[src/rtl/pirf_pkg.sv]
// Package with the register map, field positions and reset values of the peripheral flag block.
package pirf_pkg;
   localparam int unsigned ADDR_W_MIN = 5;
   localparam logic [4:0] OFS_SERIAL_FLAGS = 5'h00;
   localparam logic [4:0] OFS_TIMER_FLAGS = 5'h04;
   localparam logic [4:0] OFS_IRQ_STATUS = 5'h08;
   localparam logic [4:0] OFS_IRQ_MASK = 5'h0C;
   localparam logic [4:0] OFS_TX_SHIFT = 5'h10;

   // Fields of serial_irq_flags.
   localparam int unsigned SER_RX_PENDING = 5;
   localparam int unsigned SER_TX_SPACE = 4;
   localparam int unsigned SER_BUS_COLL = 1;
   localparam int unsigned SER_PORT_EVT = 0;
   // Fields of timer_irq_flags.
   localparam int unsigned TMR_PERIOD = 1;
   localparam int unsigned TMR_COUNTER = 0;

   // Positions inside the latched flag bank.
   localparam int unsigned LATCH_W = 4;
   localparam int unsigned LB_PORT_EVT = 0;
   localparam int unsigned LB_BUS_COLL = 1;
   localparam int unsigned LB_COUNTER = 2;
   localparam int unsigned LB_PERIOD = 3;

   // Fields of the sticky status and mask registers.
   localparam int unsigned IRQ_W = 6;
   localparam int unsigned IRQ_PORT_EVT = 0;
   localparam int unsigned IRQ_BUS_COLL = 1;
   localparam int unsigned IRQ_COUNTER = 2;
   localparam int unsigned IRQ_PERIOD = 3;
   localparam int unsigned IRQ_TX_SPACE = 4;
   localparam int unsigned IRQ_RX_PENDING = 5;

   localparam logic [7:0] FLAGS_RESET = 8'h00;
   localparam logic [LATCH_W-1:0] LATCH_RESET = 4'h0;
   localparam logic [IRQ_W-1:0] IRQ_RESET = 6'h00;
   localparam logic [31:0] RDATA_RESET = 32'h0000_0000;
endpackage : pirf_pkg

[src/rtl/pirf_latch_if.sv]
// Interface between the top module and its bank of software-cleared flags.
`timescale 1ns/100ps
interface pirf_latch_if #(parameter int unsigned W = 4);
   logic [W-1:0] set;
   logic [W-1:0] wr_en;
   logic [W-1:0] wr_data;
   logic [W-1:0] flags;
   modport bank (input set, input wr_en, input wr_data, output flags);
   modport user (output set, output wr_en, output wr_data, input flags);
endinterface : pirf_latch_if

[src/rtl/pirf_top.sv]
// Peripheral interrupt request flags for the serial units and timers, with an Avalon-MM slave.
//
// Contract
// - Receive-pending flag is high while the receive buffer holds a byte.
// - Receive-pending flag is read-only; it clears when software drains the buffer.
// - Transmit-space flag is high while the transmit buffer has a free slot.
// - Transmit-space flag is read-only; it clears when software fills the buffer.
// - Transmit-space flag never reports transmit completion; the shifter-empty bit does.
// - Bus collision latches its flag until software writes it to zero.
// - Synchronous-port completion latches its flag until software clears it.
// - Postscaler overflow, or period match at postscale 1:1, latches the period flag.
// - Counter overflow latches its flag until software writes it to zero.
// - Flags are set by events regardless of any interrupt enable.
// - Unused flag bits ignore writes and read as zero.
// - Latched flags reset to zero on every reset; receive-pending and transmit-space follow their inputs.
`timescale 1ns/100ps
module pirf_top #(
   parameter int unsigned ADDR_W = 5
) (
   input wire logic clock,
   input wire logic rst_n,
   input wire logic [ADDR_W-1:0] avs_address,
   input wire logic avs_read,
   input wire logic avs_write,
   input wire logic [31:0] avs_writedata,
   input wire logic [3:0] avs_byteenable,
   output logic [31:0] avs_readdata,
   output logic avs_waitrequest,
   input wire logic rx_buf_not_empty,
   input wire logic tx_buf_not_full,
   input wire logic tx_shifter_empty,
   input wire logic sync_collision_evt,
   input wire logic sync_done_evt,
   input wire logic period_match_evt,
   input wire logic postscale_ovf_evt,
   input wire logic postscale_is_1to1,
   input wire logic counter_ovf_evt,
   output logic irq
);
   typedef struct packed {
      logic ack;
      logic [31:0] rdata;
      logic [pirf_pkg::IRQ_W-1:0] status;
      logic [pirf_pkg::IRQ_W-1:0] mask;
      logic rx_prev;
      logic tx_prev;
   } pirf_top_state_t;

   pirf_top_state_t s_q;
   pirf_top_state_t s_d;

   pirf_latch_if #(.W(pirf_pkg::LATCH_W)) lb ();

   pirf_latch_bank #(.W(pirf_pkg::LATCH_W)) u_bank (
      .clock(clock),
      .rst_n(rst_n),
      .lb(lb)
   );

   initial begin
      if (ADDR_W < pirf_pkg::ADDR_W_MIN) begin
         $error("pirf_top needs an address of at least five bits");
      end
   end

   // Word decode: the upper address bits must be zero and the byte offset bits are ignored.
   function automatic logic reg_sel(input logic [ADDR_W-1:0] addr, input logic [4:0] ofs);
      logic [ADDR_W-1:0] wide;
      wide = ADDR_W'(ofs);
      reg_sel = (addr[ADDR_W-1:2] == wide[ADDR_W-1:2]);
   endfunction : reg_sel

   logic req;
   logic write_fire;
   logic [7:0] serial_view;
   logic [7:0] timer_view;
   logic [pirf_pkg::IRQ_W-1:0] evt;
   logic period_set;

   always_comb begin
      // The transmit-space flag follows only buffer room, never the shifter.
      serial_view = pirf_pkg::FLAGS_RESET;
      serial_view[pirf_pkg::SER_RX_PENDING] = rx_buf_not_empty;
      serial_view[pirf_pkg::SER_TX_SPACE] = tx_buf_not_full;
      serial_view[pirf_pkg::SER_BUS_COLL] = lb.flags[pirf_pkg::LB_BUS_COLL];
      serial_view[pirf_pkg::SER_PORT_EVT] = lb.flags[pirf_pkg::LB_PORT_EVT];
      timer_view = pirf_pkg::FLAGS_RESET;
      timer_view[pirf_pkg::TMR_PERIOD] = lb.flags[pirf_pkg::LB_PERIOD];
      timer_view[pirf_pkg::TMR_COUNTER] = lb.flags[pirf_pkg::LB_COUNTER];
   end

   // The period flag sets on postscaler overflow, or on a bare match when postscaling is 1:1.
   assign period_set = postscale_ovf_evt | (postscale_is_1to1 & period_match_evt);

   // Hardware sets reach the bank without regard to any mask or enable.
   always_comb begin
      lb.set = '0;
      lb.set[pirf_pkg::LB_PORT_EVT] = sync_done_evt;
      lb.set[pirf_pkg::LB_BUS_COLL] = sync_collision_evt;
      lb.set[pirf_pkg::LB_COUNTER] = counter_ovf_evt;
      lb.set[pirf_pkg::LB_PERIOD] = period_set;
   end

   assign req = avs_read | avs_write;
   assign avs_waitrequest = req & ~s_q.ack;
   assign write_fire = avs_write & s_q.ack & avs_byteenable[0];

   // Writes reach only the latched bits; read-only and unused positions are dropped.
   always_comb begin
      lb.wr_en = '0;
      lb.wr_data = '0;
      if (write_fire && reg_sel(avs_address, pirf_pkg::OFS_SERIAL_FLAGS)) begin
         lb.wr_en[pirf_pkg::LB_BUS_COLL] = 1'b1;
         lb.wr_en[pirf_pkg::LB_PORT_EVT] = 1'b1;
         lb.wr_data[pirf_pkg::LB_BUS_COLL] = avs_writedata[pirf_pkg::SER_BUS_COLL];
         lb.wr_data[pirf_pkg::LB_PORT_EVT] = avs_writedata[pirf_pkg::SER_PORT_EVT];
      end
      if (write_fire && reg_sel(avs_address, pirf_pkg::OFS_TIMER_FLAGS)) begin
         lb.wr_en[pirf_pkg::LB_PERIOD] = 1'b1;
         lb.wr_en[pirf_pkg::LB_COUNTER] = 1'b1;
         lb.wr_data[pirf_pkg::LB_PERIOD] = avs_writedata[pirf_pkg::TMR_PERIOD];
         lb.wr_data[pirf_pkg::LB_COUNTER] = avs_writedata[pirf_pkg::TMR_COUNTER];
      end
   end

   always_comb begin
      evt = '0;
      evt[pirf_pkg::IRQ_PORT_EVT] = sync_done_evt;
      evt[pirf_pkg::IRQ_BUS_COLL] = sync_collision_evt;
      evt[pirf_pkg::IRQ_COUNTER] = counter_ovf_evt;
      evt[pirf_pkg::IRQ_PERIOD] = period_set;
      evt[pirf_pkg::IRQ_TX_SPACE] = tx_buf_not_full & ~s_q.tx_prev;
      evt[pirf_pkg::IRQ_RX_PENDING] = rx_buf_not_empty & ~s_q.rx_prev;
   end

   always_comb begin
      s_d = s_q;
      s_d.ack = req & ~s_q.ack;
      s_d.rx_prev = rx_buf_not_empty;
      s_d.tx_prev = tx_buf_not_full;
      if (avs_read && !s_q.ack) begin
         s_d.rdata = pirf_pkg::RDATA_RESET;
         if (reg_sel(avs_address, pirf_pkg::OFS_SERIAL_FLAGS)) begin
            s_d.rdata[7:0] = serial_view;
         end else if (reg_sel(avs_address, pirf_pkg::OFS_TIMER_FLAGS)) begin
            s_d.rdata[7:0] = timer_view;
         end else if (reg_sel(avs_address, pirf_pkg::OFS_IRQ_STATUS)) begin
            s_d.rdata[pirf_pkg::IRQ_W-1:0] = s_q.status;
         end else if (reg_sel(avs_address, pirf_pkg::OFS_IRQ_MASK)) begin
            s_d.rdata[pirf_pkg::IRQ_W-1:0] = s_q.mask;
         end else if (reg_sel(avs_address, pirf_pkg::OFS_TX_SHIFT)) begin
            s_d.rdata[0] = tx_shifter_empty;
         end
      end
      // Writing one clears a sticky bit, but a new event in that cycle wins.
      if (write_fire && reg_sel(avs_address, pirf_pkg::OFS_IRQ_STATUS)) begin
         s_d.status = s_q.status & ~avs_writedata[pirf_pkg::IRQ_W-1:0];
      end
      s_d.status = s_d.status | evt;
      if (write_fire && reg_sel(avs_address, pirf_pkg::OFS_IRQ_MASK)) begin
         s_d.mask = avs_writedata[pirf_pkg::IRQ_W-1:0];
      end
   end

   always_ff @(posedge clock or negedge rst_n) begin
      if (!rst_n) begin
         s_q.ack <= 1'b0;
         s_q.rdata <= pirf_pkg::RDATA_RESET;
         s_q.status <= pirf_pkg::IRQ_RESET;
         s_q.mask <= pirf_pkg::IRQ_RESET;
         s_q.rx_prev <= 1'b0;
         s_q.tx_prev <= 1'b0;
      end else begin
         s_q <= s_d;
      end
   end

   assign avs_readdata = s_q.rdata;
   assign irq = |(s_q.status & s_q.mask);
endmodule : pirf_top

[src/rtl/pirf_latch_bank.sv]
// Bank of hardware-set flags that software may overwrite, with the hardware set winning.
`timescale 1ns/100ps
module pirf_latch_bank #(
   parameter int unsigned W = 4
) (
   input wire logic clock,
   input wire logic rst_n,
   pirf_latch_if.bank lb
);
   typedef struct packed {
      logic [W-1:0] flags;
   } pirf_bank_state_t;

   pirf_bank_state_t s_q;
   pirf_bank_state_t s_d;

   initial begin
      if (W < 1) begin
         $error("pirf_latch_bank needs at least one flag");
      end
   end

   always_comb begin
      s_d = s_q;
      for (int i = 0; i < int'(W); i++) begin
         // A set in the same cycle as a write of zero leaves the flag set.
         s_d.flags[i] = lb.set[i] | (lb.wr_en[i] ? lb.wr_data[i] : s_q.flags[i]);
      end
   end

   always_ff @(posedge clock or negedge rst_n) begin
      if (!rst_n) begin
         s_q.flags <= '0;
      end else begin
         s_q <= s_d;
      end
   end

   assign lb.flags = s_q.flags;
endmodule : pirf_latch_bank

[config.mk]
export PLATFORM = sky130hd
export DESIGN_NAME = pirf_top
export DESIGN_NICKNAME = d
export VERILOG_FILES = /design/src/rtl/pirf_pkg.sv /design/src/rtl/pirf_latch_if.sv /design/src/rtl/pirf_top.sv /design/src/rtl/pirf_latch_bank.sv
export SDC_FILE = /design/constraint.sdc
export NUM_CORES = 1
export LEC_CHECK = 0
export CORE_UTILIZATION = 55
export CTS_CLUSTER_DIAMETER = 50
export DETAILED_ROUTE_END_ITERATION = 10
export DONT_BUFFER_PORTS = 1
export HOLD_SLACK_MARGIN = 0.06
export PLACE_DENSITY = 0.7
export SETUP_SLACK_MARGIN = 0.1
export SLEW_MARGIN = 10
export SYNTH_ARGS = -nofsm -noshare
export SYNTH_HDL_FRONTEND = slang
export SYNTH_SLANG_ARGS = --single-unit
[constraint.sdc]
create_clock -name clock -period 2.7 [get_ports clock]
set_input_delay 0.135 -clock clock [delete_from_list [all_inputs] [get_ports clock]]
set_output_delay 0.135 -clock clock [all_outputs]
set_load 0.02 [all_outputs]
After elaboration in Yosys (flattened, before gate mapping)
Cells that the tools add are included.
{"block": "word_totals", "out_inout_bits": 34, "elab_cells": 53, "input_bits": 54, "regBits": 27}
{"block": "op_classes", "reduce_logical": 8, "eq_ne": 4, "bitwise": 19, "muxes": 15}
{"cell": "6-bit 2-to-1 mux", "count": 4}
{"cell": "6-bit bitwise AND", "count": 2}
{"cell": "2-bit 2-to-1 mux", "count": 4}
{"cell": "1-bit bitwise AND", "count": 6}
{"cell": "3-bit by 2-bit == test with 1-bit output, second input constant", "count": 2}
{"cell": "1-bit 2-to-1 mux", "count": 6}
{"cell": "6-bit inverter", "count": 1}
{"cell": "1-bit bitwise OR", "count": 6}
{"cell": "6-bit bitwise OR", "count": 1}
{"cell": "6-bit OR reduction", "count": 1}
{"cell": "1-bit logical AND", "count": 5}
{"cell": "5-bit 2-to-1 mux", "count": 1}
{"cell": "3-bit by 1-bit == test with 1-bit output, second input constant", "count": 1}
{"cell": "3-bit == test, second input constant", "count": 1}
{"cell": "3-bit zero test", "count": 1}
{"cell": "1-bit inverter", "count": 3}
{"cell": "1-bit zero test", "count": 1}

Depth between registers and ports, before layout
{"block": "depth", "ltp_word": 6, "mapped_depth": 5, "depth_no_buf": 3}

Cells and area by module
From an unflattened synthesis, not the netlist that was laid out.
{"block": "hier_totals", "hier_cells": 140, "hier_area_um2": 1476.4}
{"module": "pirf_top", "instances": 1, "cells_per_inst": 128, "area_each_um2": 1316.3}
{"module": "pirf_latch_bank", "instances": 1, "cells_per_inst": 12, "area_each_um2": 160.2}

Worst setup path before layout
Ideal clock, no wire load.
{"block": "synth_timing", "path_kind": "reg-to-reg", "startpoint": "register s_q[46] (netlist name)", "endpoint": "register s_q[2] (netlist name)", "path_stages_with_launch": 4, "n_path_buf": 0, "setup_ns": 0.125, "t_arrival_ns": 1.061, "path_slack_ns": 1.515, "cell_sequence": "dfrtp_1 -> and4b_2 -> nand3_4 -> mux2_2"}
{"block": "synth_between", "elab_chain_cells": 3}
{"item": "start: declaration", "line_no": "pirf_top.sv:49", "text": "pirf_top_state_t s_q;"}
{"item": "1-bit bitwise AND (2 in a row)", "line_no": "pirf_top.sv:106", "text": "assign write_fire = avs_write & s_q.ack & avs_byteenable[0];"}
{"item": "1-bit logical AND", "line_no": "pirf_top.sv:160", "text": "if (write_fire && reg_sel(avs_address, pirf_pkg::OFS_IRQ_MASK)) begin"}
No other way between the ends.
A chain may end at the register's enable or synchronous reset.

==> impl_metrics.csv <==
group,metric,value,unit
global_route,global_route_wire_length_before_repair,4629,microns
timing,rsz0062_at_grt,"no",
floorplanning,std_cell_rows,18,
timing,tns_setup,0,ps
yosys,ys_ff_latch,25,
critical_path,cp_max_fo,4,
routing,ant_nets,0,
timing,layout_min_cycle_time,2028,ps
yosys,yosysWarningCount,0,
floorplanning,fp.dieArea,2837,sq um
clocking,setup_buffers_after_cts,0,
timing,timing_max_transition_violations_final,0,
yosys,dominantRegCellSynth,"sky130_fd_sc_hd__dfrtp_1",
power_and_ir_drop,max-vdd-ir-drop,0.0002996,V
status,run_status,"finished, final reports clean",
global_route,first_global_vias,1032,
floorplanning,die_wd,53.26,microns
timing,fin_ws,672.4,ps
global_route,antenna_found_initial,0,
placed_design,place_area,1297,sq um
yosys,post_synthesis_sequential_area_ratio,43.29,%
placed_design,port-buffer-count,0,
routing,firstDrtPassIters,4,
floorplanning,initial_utilization,58.33,%
yosys,synth_area_per_cell,10.25,sq um
flow_run,max_cap_viol_count,0,
layout,layout_area_growth_over_synthesis,9.610,%
min_path,holdCritPathClass,"input port to flip-flop",
yosys,ys_types,32,
placed_design,setup_slack_after_placement,1258,ps
layout,final_core_utilization,63.94,%
routing,route.detailed.drc,0,
placed_design,finalWeightedCongestion,0.7656,
clocking,clk_tree_root_cell,"sky130_fd_sc_hd__clkbuf_4",
layout,finalNetCount,214,
clocking,cts_num_sinks,25,
yosys,syn_area,1445,sq um
timing,hold_viol_final,0,
timing,timing.slew.headroom,60.81,%
placed_design,placed_wire_length_estimate,1864,microns
critical_path,critPathKind,"flip-flop to flip-flop",
power_and_ir_drop,total_power,0.7911,mW
routing,route.detailed.wl_per_inst,14.83,microns
routing,vias_per_cell,5.222,
yosys,number_of_enable_type_register_cells_in_the_synthesized_netlist,0,
layout,post_route_cells_drive_above_1_share,11.32,%
timing,fmax,493.2,MHz
timing,setup_viol,0,
routing,num_vias,987,
clocking,cts.reportedPaths.clkPinSlew,140,ps
power_and_ir_drop,cellLeakagePower,0.6900,nW
timing,post-route-period-util,75.09,%
clocking,cts-htree-levels,1,
floorplanning,design.portCount,88,
floorplanning,fp.dieH,53.26,microns
layout,insertedDiodeCount,0,
yosys,post_synth_inst_count,141,
floorplanning,core_region_area,2477,sq um
clocking,tritoncts,"yes",
critical_path,endpoint_type_of_the_worst_setup_path,"flip-flop",
critical_path,arrival,2250,ps
critical_path,critPathRequiredTime,2920,ps
clocking,numCtsBuffers,3,
timing,fin_clk_skew,3.433,ps
yosys,asyncSetResetFlopFracSynth,100.0,%
global_route,grtUsageTotal,23.40,%
layout,finish.instance_area,1584,sq um
clocking,ctsLongestPathBuffers,2,
critical_path,worst_setup_slack_for_register_to_register_paths,670,ps
layout,num-fill-cells,209,
clocking,clock_latency,320,ps
global_route,global_route.overflow_total,0,
routing,postRouteWirelength,2803,microns
clocking,cts_repair_resize_count,0,
power_and_ir_drop,power.density,499.4,nW/um^2
critical_path,crit_path_start_kind,"flip-flop",
routing,dr_iter_0_viols,19,
global_route,pin_count_of_the_biggest_net_entering_global_routing,26,
timing,worstMarginPinSlew,583.4,ps
[what timing repair did]
action | in CTS | in global routing
endpoints found under the hold margin | 50 | 0
hold buffers | 25 | 0
setup endpoints to repair | 0 | 0
[report_power, final]
part / switching [mW] / internal, mW / total (mW)
clock network: 0.115 / 0.0579 / 0.173
logic: 0.0950 / 0.0716 / 0.167
registers: 0.0414 / 0.411 / 0.452
total: 0.251 / 0.540 / 0.791
[Yosys cell counts, types with 2 or more instances]
cell type	n	area, sq um
sky130_fd_sc_hd__nand2_1	5	18.77
sky130_fd_sc_hd__nand3b_1	2	15.01
sky130_fd_sc_hd__buf_6	3	33.78
sky130_fd_sc_hd__a22oi_1	6	45.04
sky130_fd_sc_hd__nor2_1	13	48.80
sky130_fd_sc_hd__inv_1	9	33.78
sky130_fd_sc_hd__dfrtp_1	25	625.6
sky130_fd_sc_hd__mux2_2	9	101.4
sky130_fd_sc_hd__o41ai_1	2	17.52
sky130_fd_sc_hd__mux2i_1	5	50.05
sky130_fd_sc_hd__o21ai_1	2	10.01
sky130_fd_sc_hd__a31oi_1	4	25.02
sky130_fd_sc_hd__nor3_1	2	10.01
sky130_fd_sc_hd__o211ai_1	2	15.01
sky130_fd_sc_hd__buf_4	32	240.2
sky130_fd_sc_hd__o21ai_0	4	20.02
[state kept, by name (all words and copies together), names as in the netlist]
signal / cells
avs_readdata: 6
s_q: 15
u_bank.lb.flags: 4
[cells by family after synthesis]
kind of cell / count (synthesis) / share of synthesized area [%]
buffers and inverters: 45 / 21.64
and+or+nand+nor: 32 / 12.04
DFF: 25 / 43.29
AOI/OAI and AO/OA: 23 / 10.74
muxes: 15 / 12.03
other: 1 / 0.2595
[final cells by class]
class                   instances  area (sq um)  area share, %
multi-input cells              96         600.6          37.91
inverters                       9         33.78          2.133
flip-flops and latches         25         625.6          39.49
well taps                      30         37.54          2.370
repair buffers                 25         260.3          16.43
clock buffers                   4         26.28          1.659
[final timing paths]
path,startpoint,endpoint,depth (start not counted)
setup / recovery,s_q[46],s_q[11],4
hold / removal,avs_address[3],avs_readdata[5],2
setup reg to reg,s_q[46],s_q[11],4
hold reg to reg,s_q[0],s_q[12],1
max in group asynchronous,rst_n,s_q[3],2
min in group asynchronous,rst_n,avs_readdata[5],2
[critical path: stages, from the launching register on]
cell,delay (ps)
sky130_fd_sc_hd__dfrtp_1,410
sky130_fd_sc_hd__nand4b_1,240
sky130_fd_sc_hd__nor3_1,530
sky130_fd_sc_hd__a31oi_1,170
sky130_fd_sc_hd__dlygate4sd3_1,590
[stage by stage]
| stage | cells | hold slack (ps) |
|---|---|---|
| 6_report | 189 | 72.17 |
| 5_1_grt | 189 | 66.61 |
| 4_1_cts | 189 | 66.73 |
| 3_5_place_dp | 160 | -160.1 |
| 3_3_place_gp | 160 | -160.1 |
| 2_1_floorplan | 166 | -160.6 |
[routing by layer]
metal / GRT usage, % / share of wire (%) / wire length (microns) / vias to the layer above
met5: 0 / 0 / 0 / -
met4: 15.79 / 4.2 / 119 / 0
met3: 5.747 / 5.9 / 166 / 14
met2: 37.92 / 49 / 1381 / 41
met1: 26.80 / 41 / 1137 / 467
li1: - / - / - / 465
[cell usage in the layout, fill, tap and decap left out, types with 2 or more instances in the layout]
cell and n:
sky130_fd_sc_hd__a22oi_1 6, sky130_fd_sc_hd__a31oi_1 4, sky130_fd_sc_hd__clkbuf_4 3, sky130_fd_sc_hd__conb_1 26
sky130_fd_sc_hd__dfrtp_1 25, sky130_fd_sc_hd__dlygate4sd3_1 24, sky130_fd_sc_hd__inv_1 9, sky130_fd_sc_hd__mux2_2 9
sky130_fd_sc_hd__mux2i_1 5, sky130_fd_sc_hd__nand2_1 5, sky130_fd_sc_hd__nand3b_1 2, sky130_fd_sc_hd__nor2_1 13
sky130_fd_sc_hd__nor3_1 2, sky130_fd_sc_hd__o211ai_1 2, sky130_fd_sc_hd__o21ai_0 4, sky130_fd_sc_hd__o21ai_1 2
sky130_fd_sc_hd__o41ai_1 2
Power figures use the tool's default switching activity.
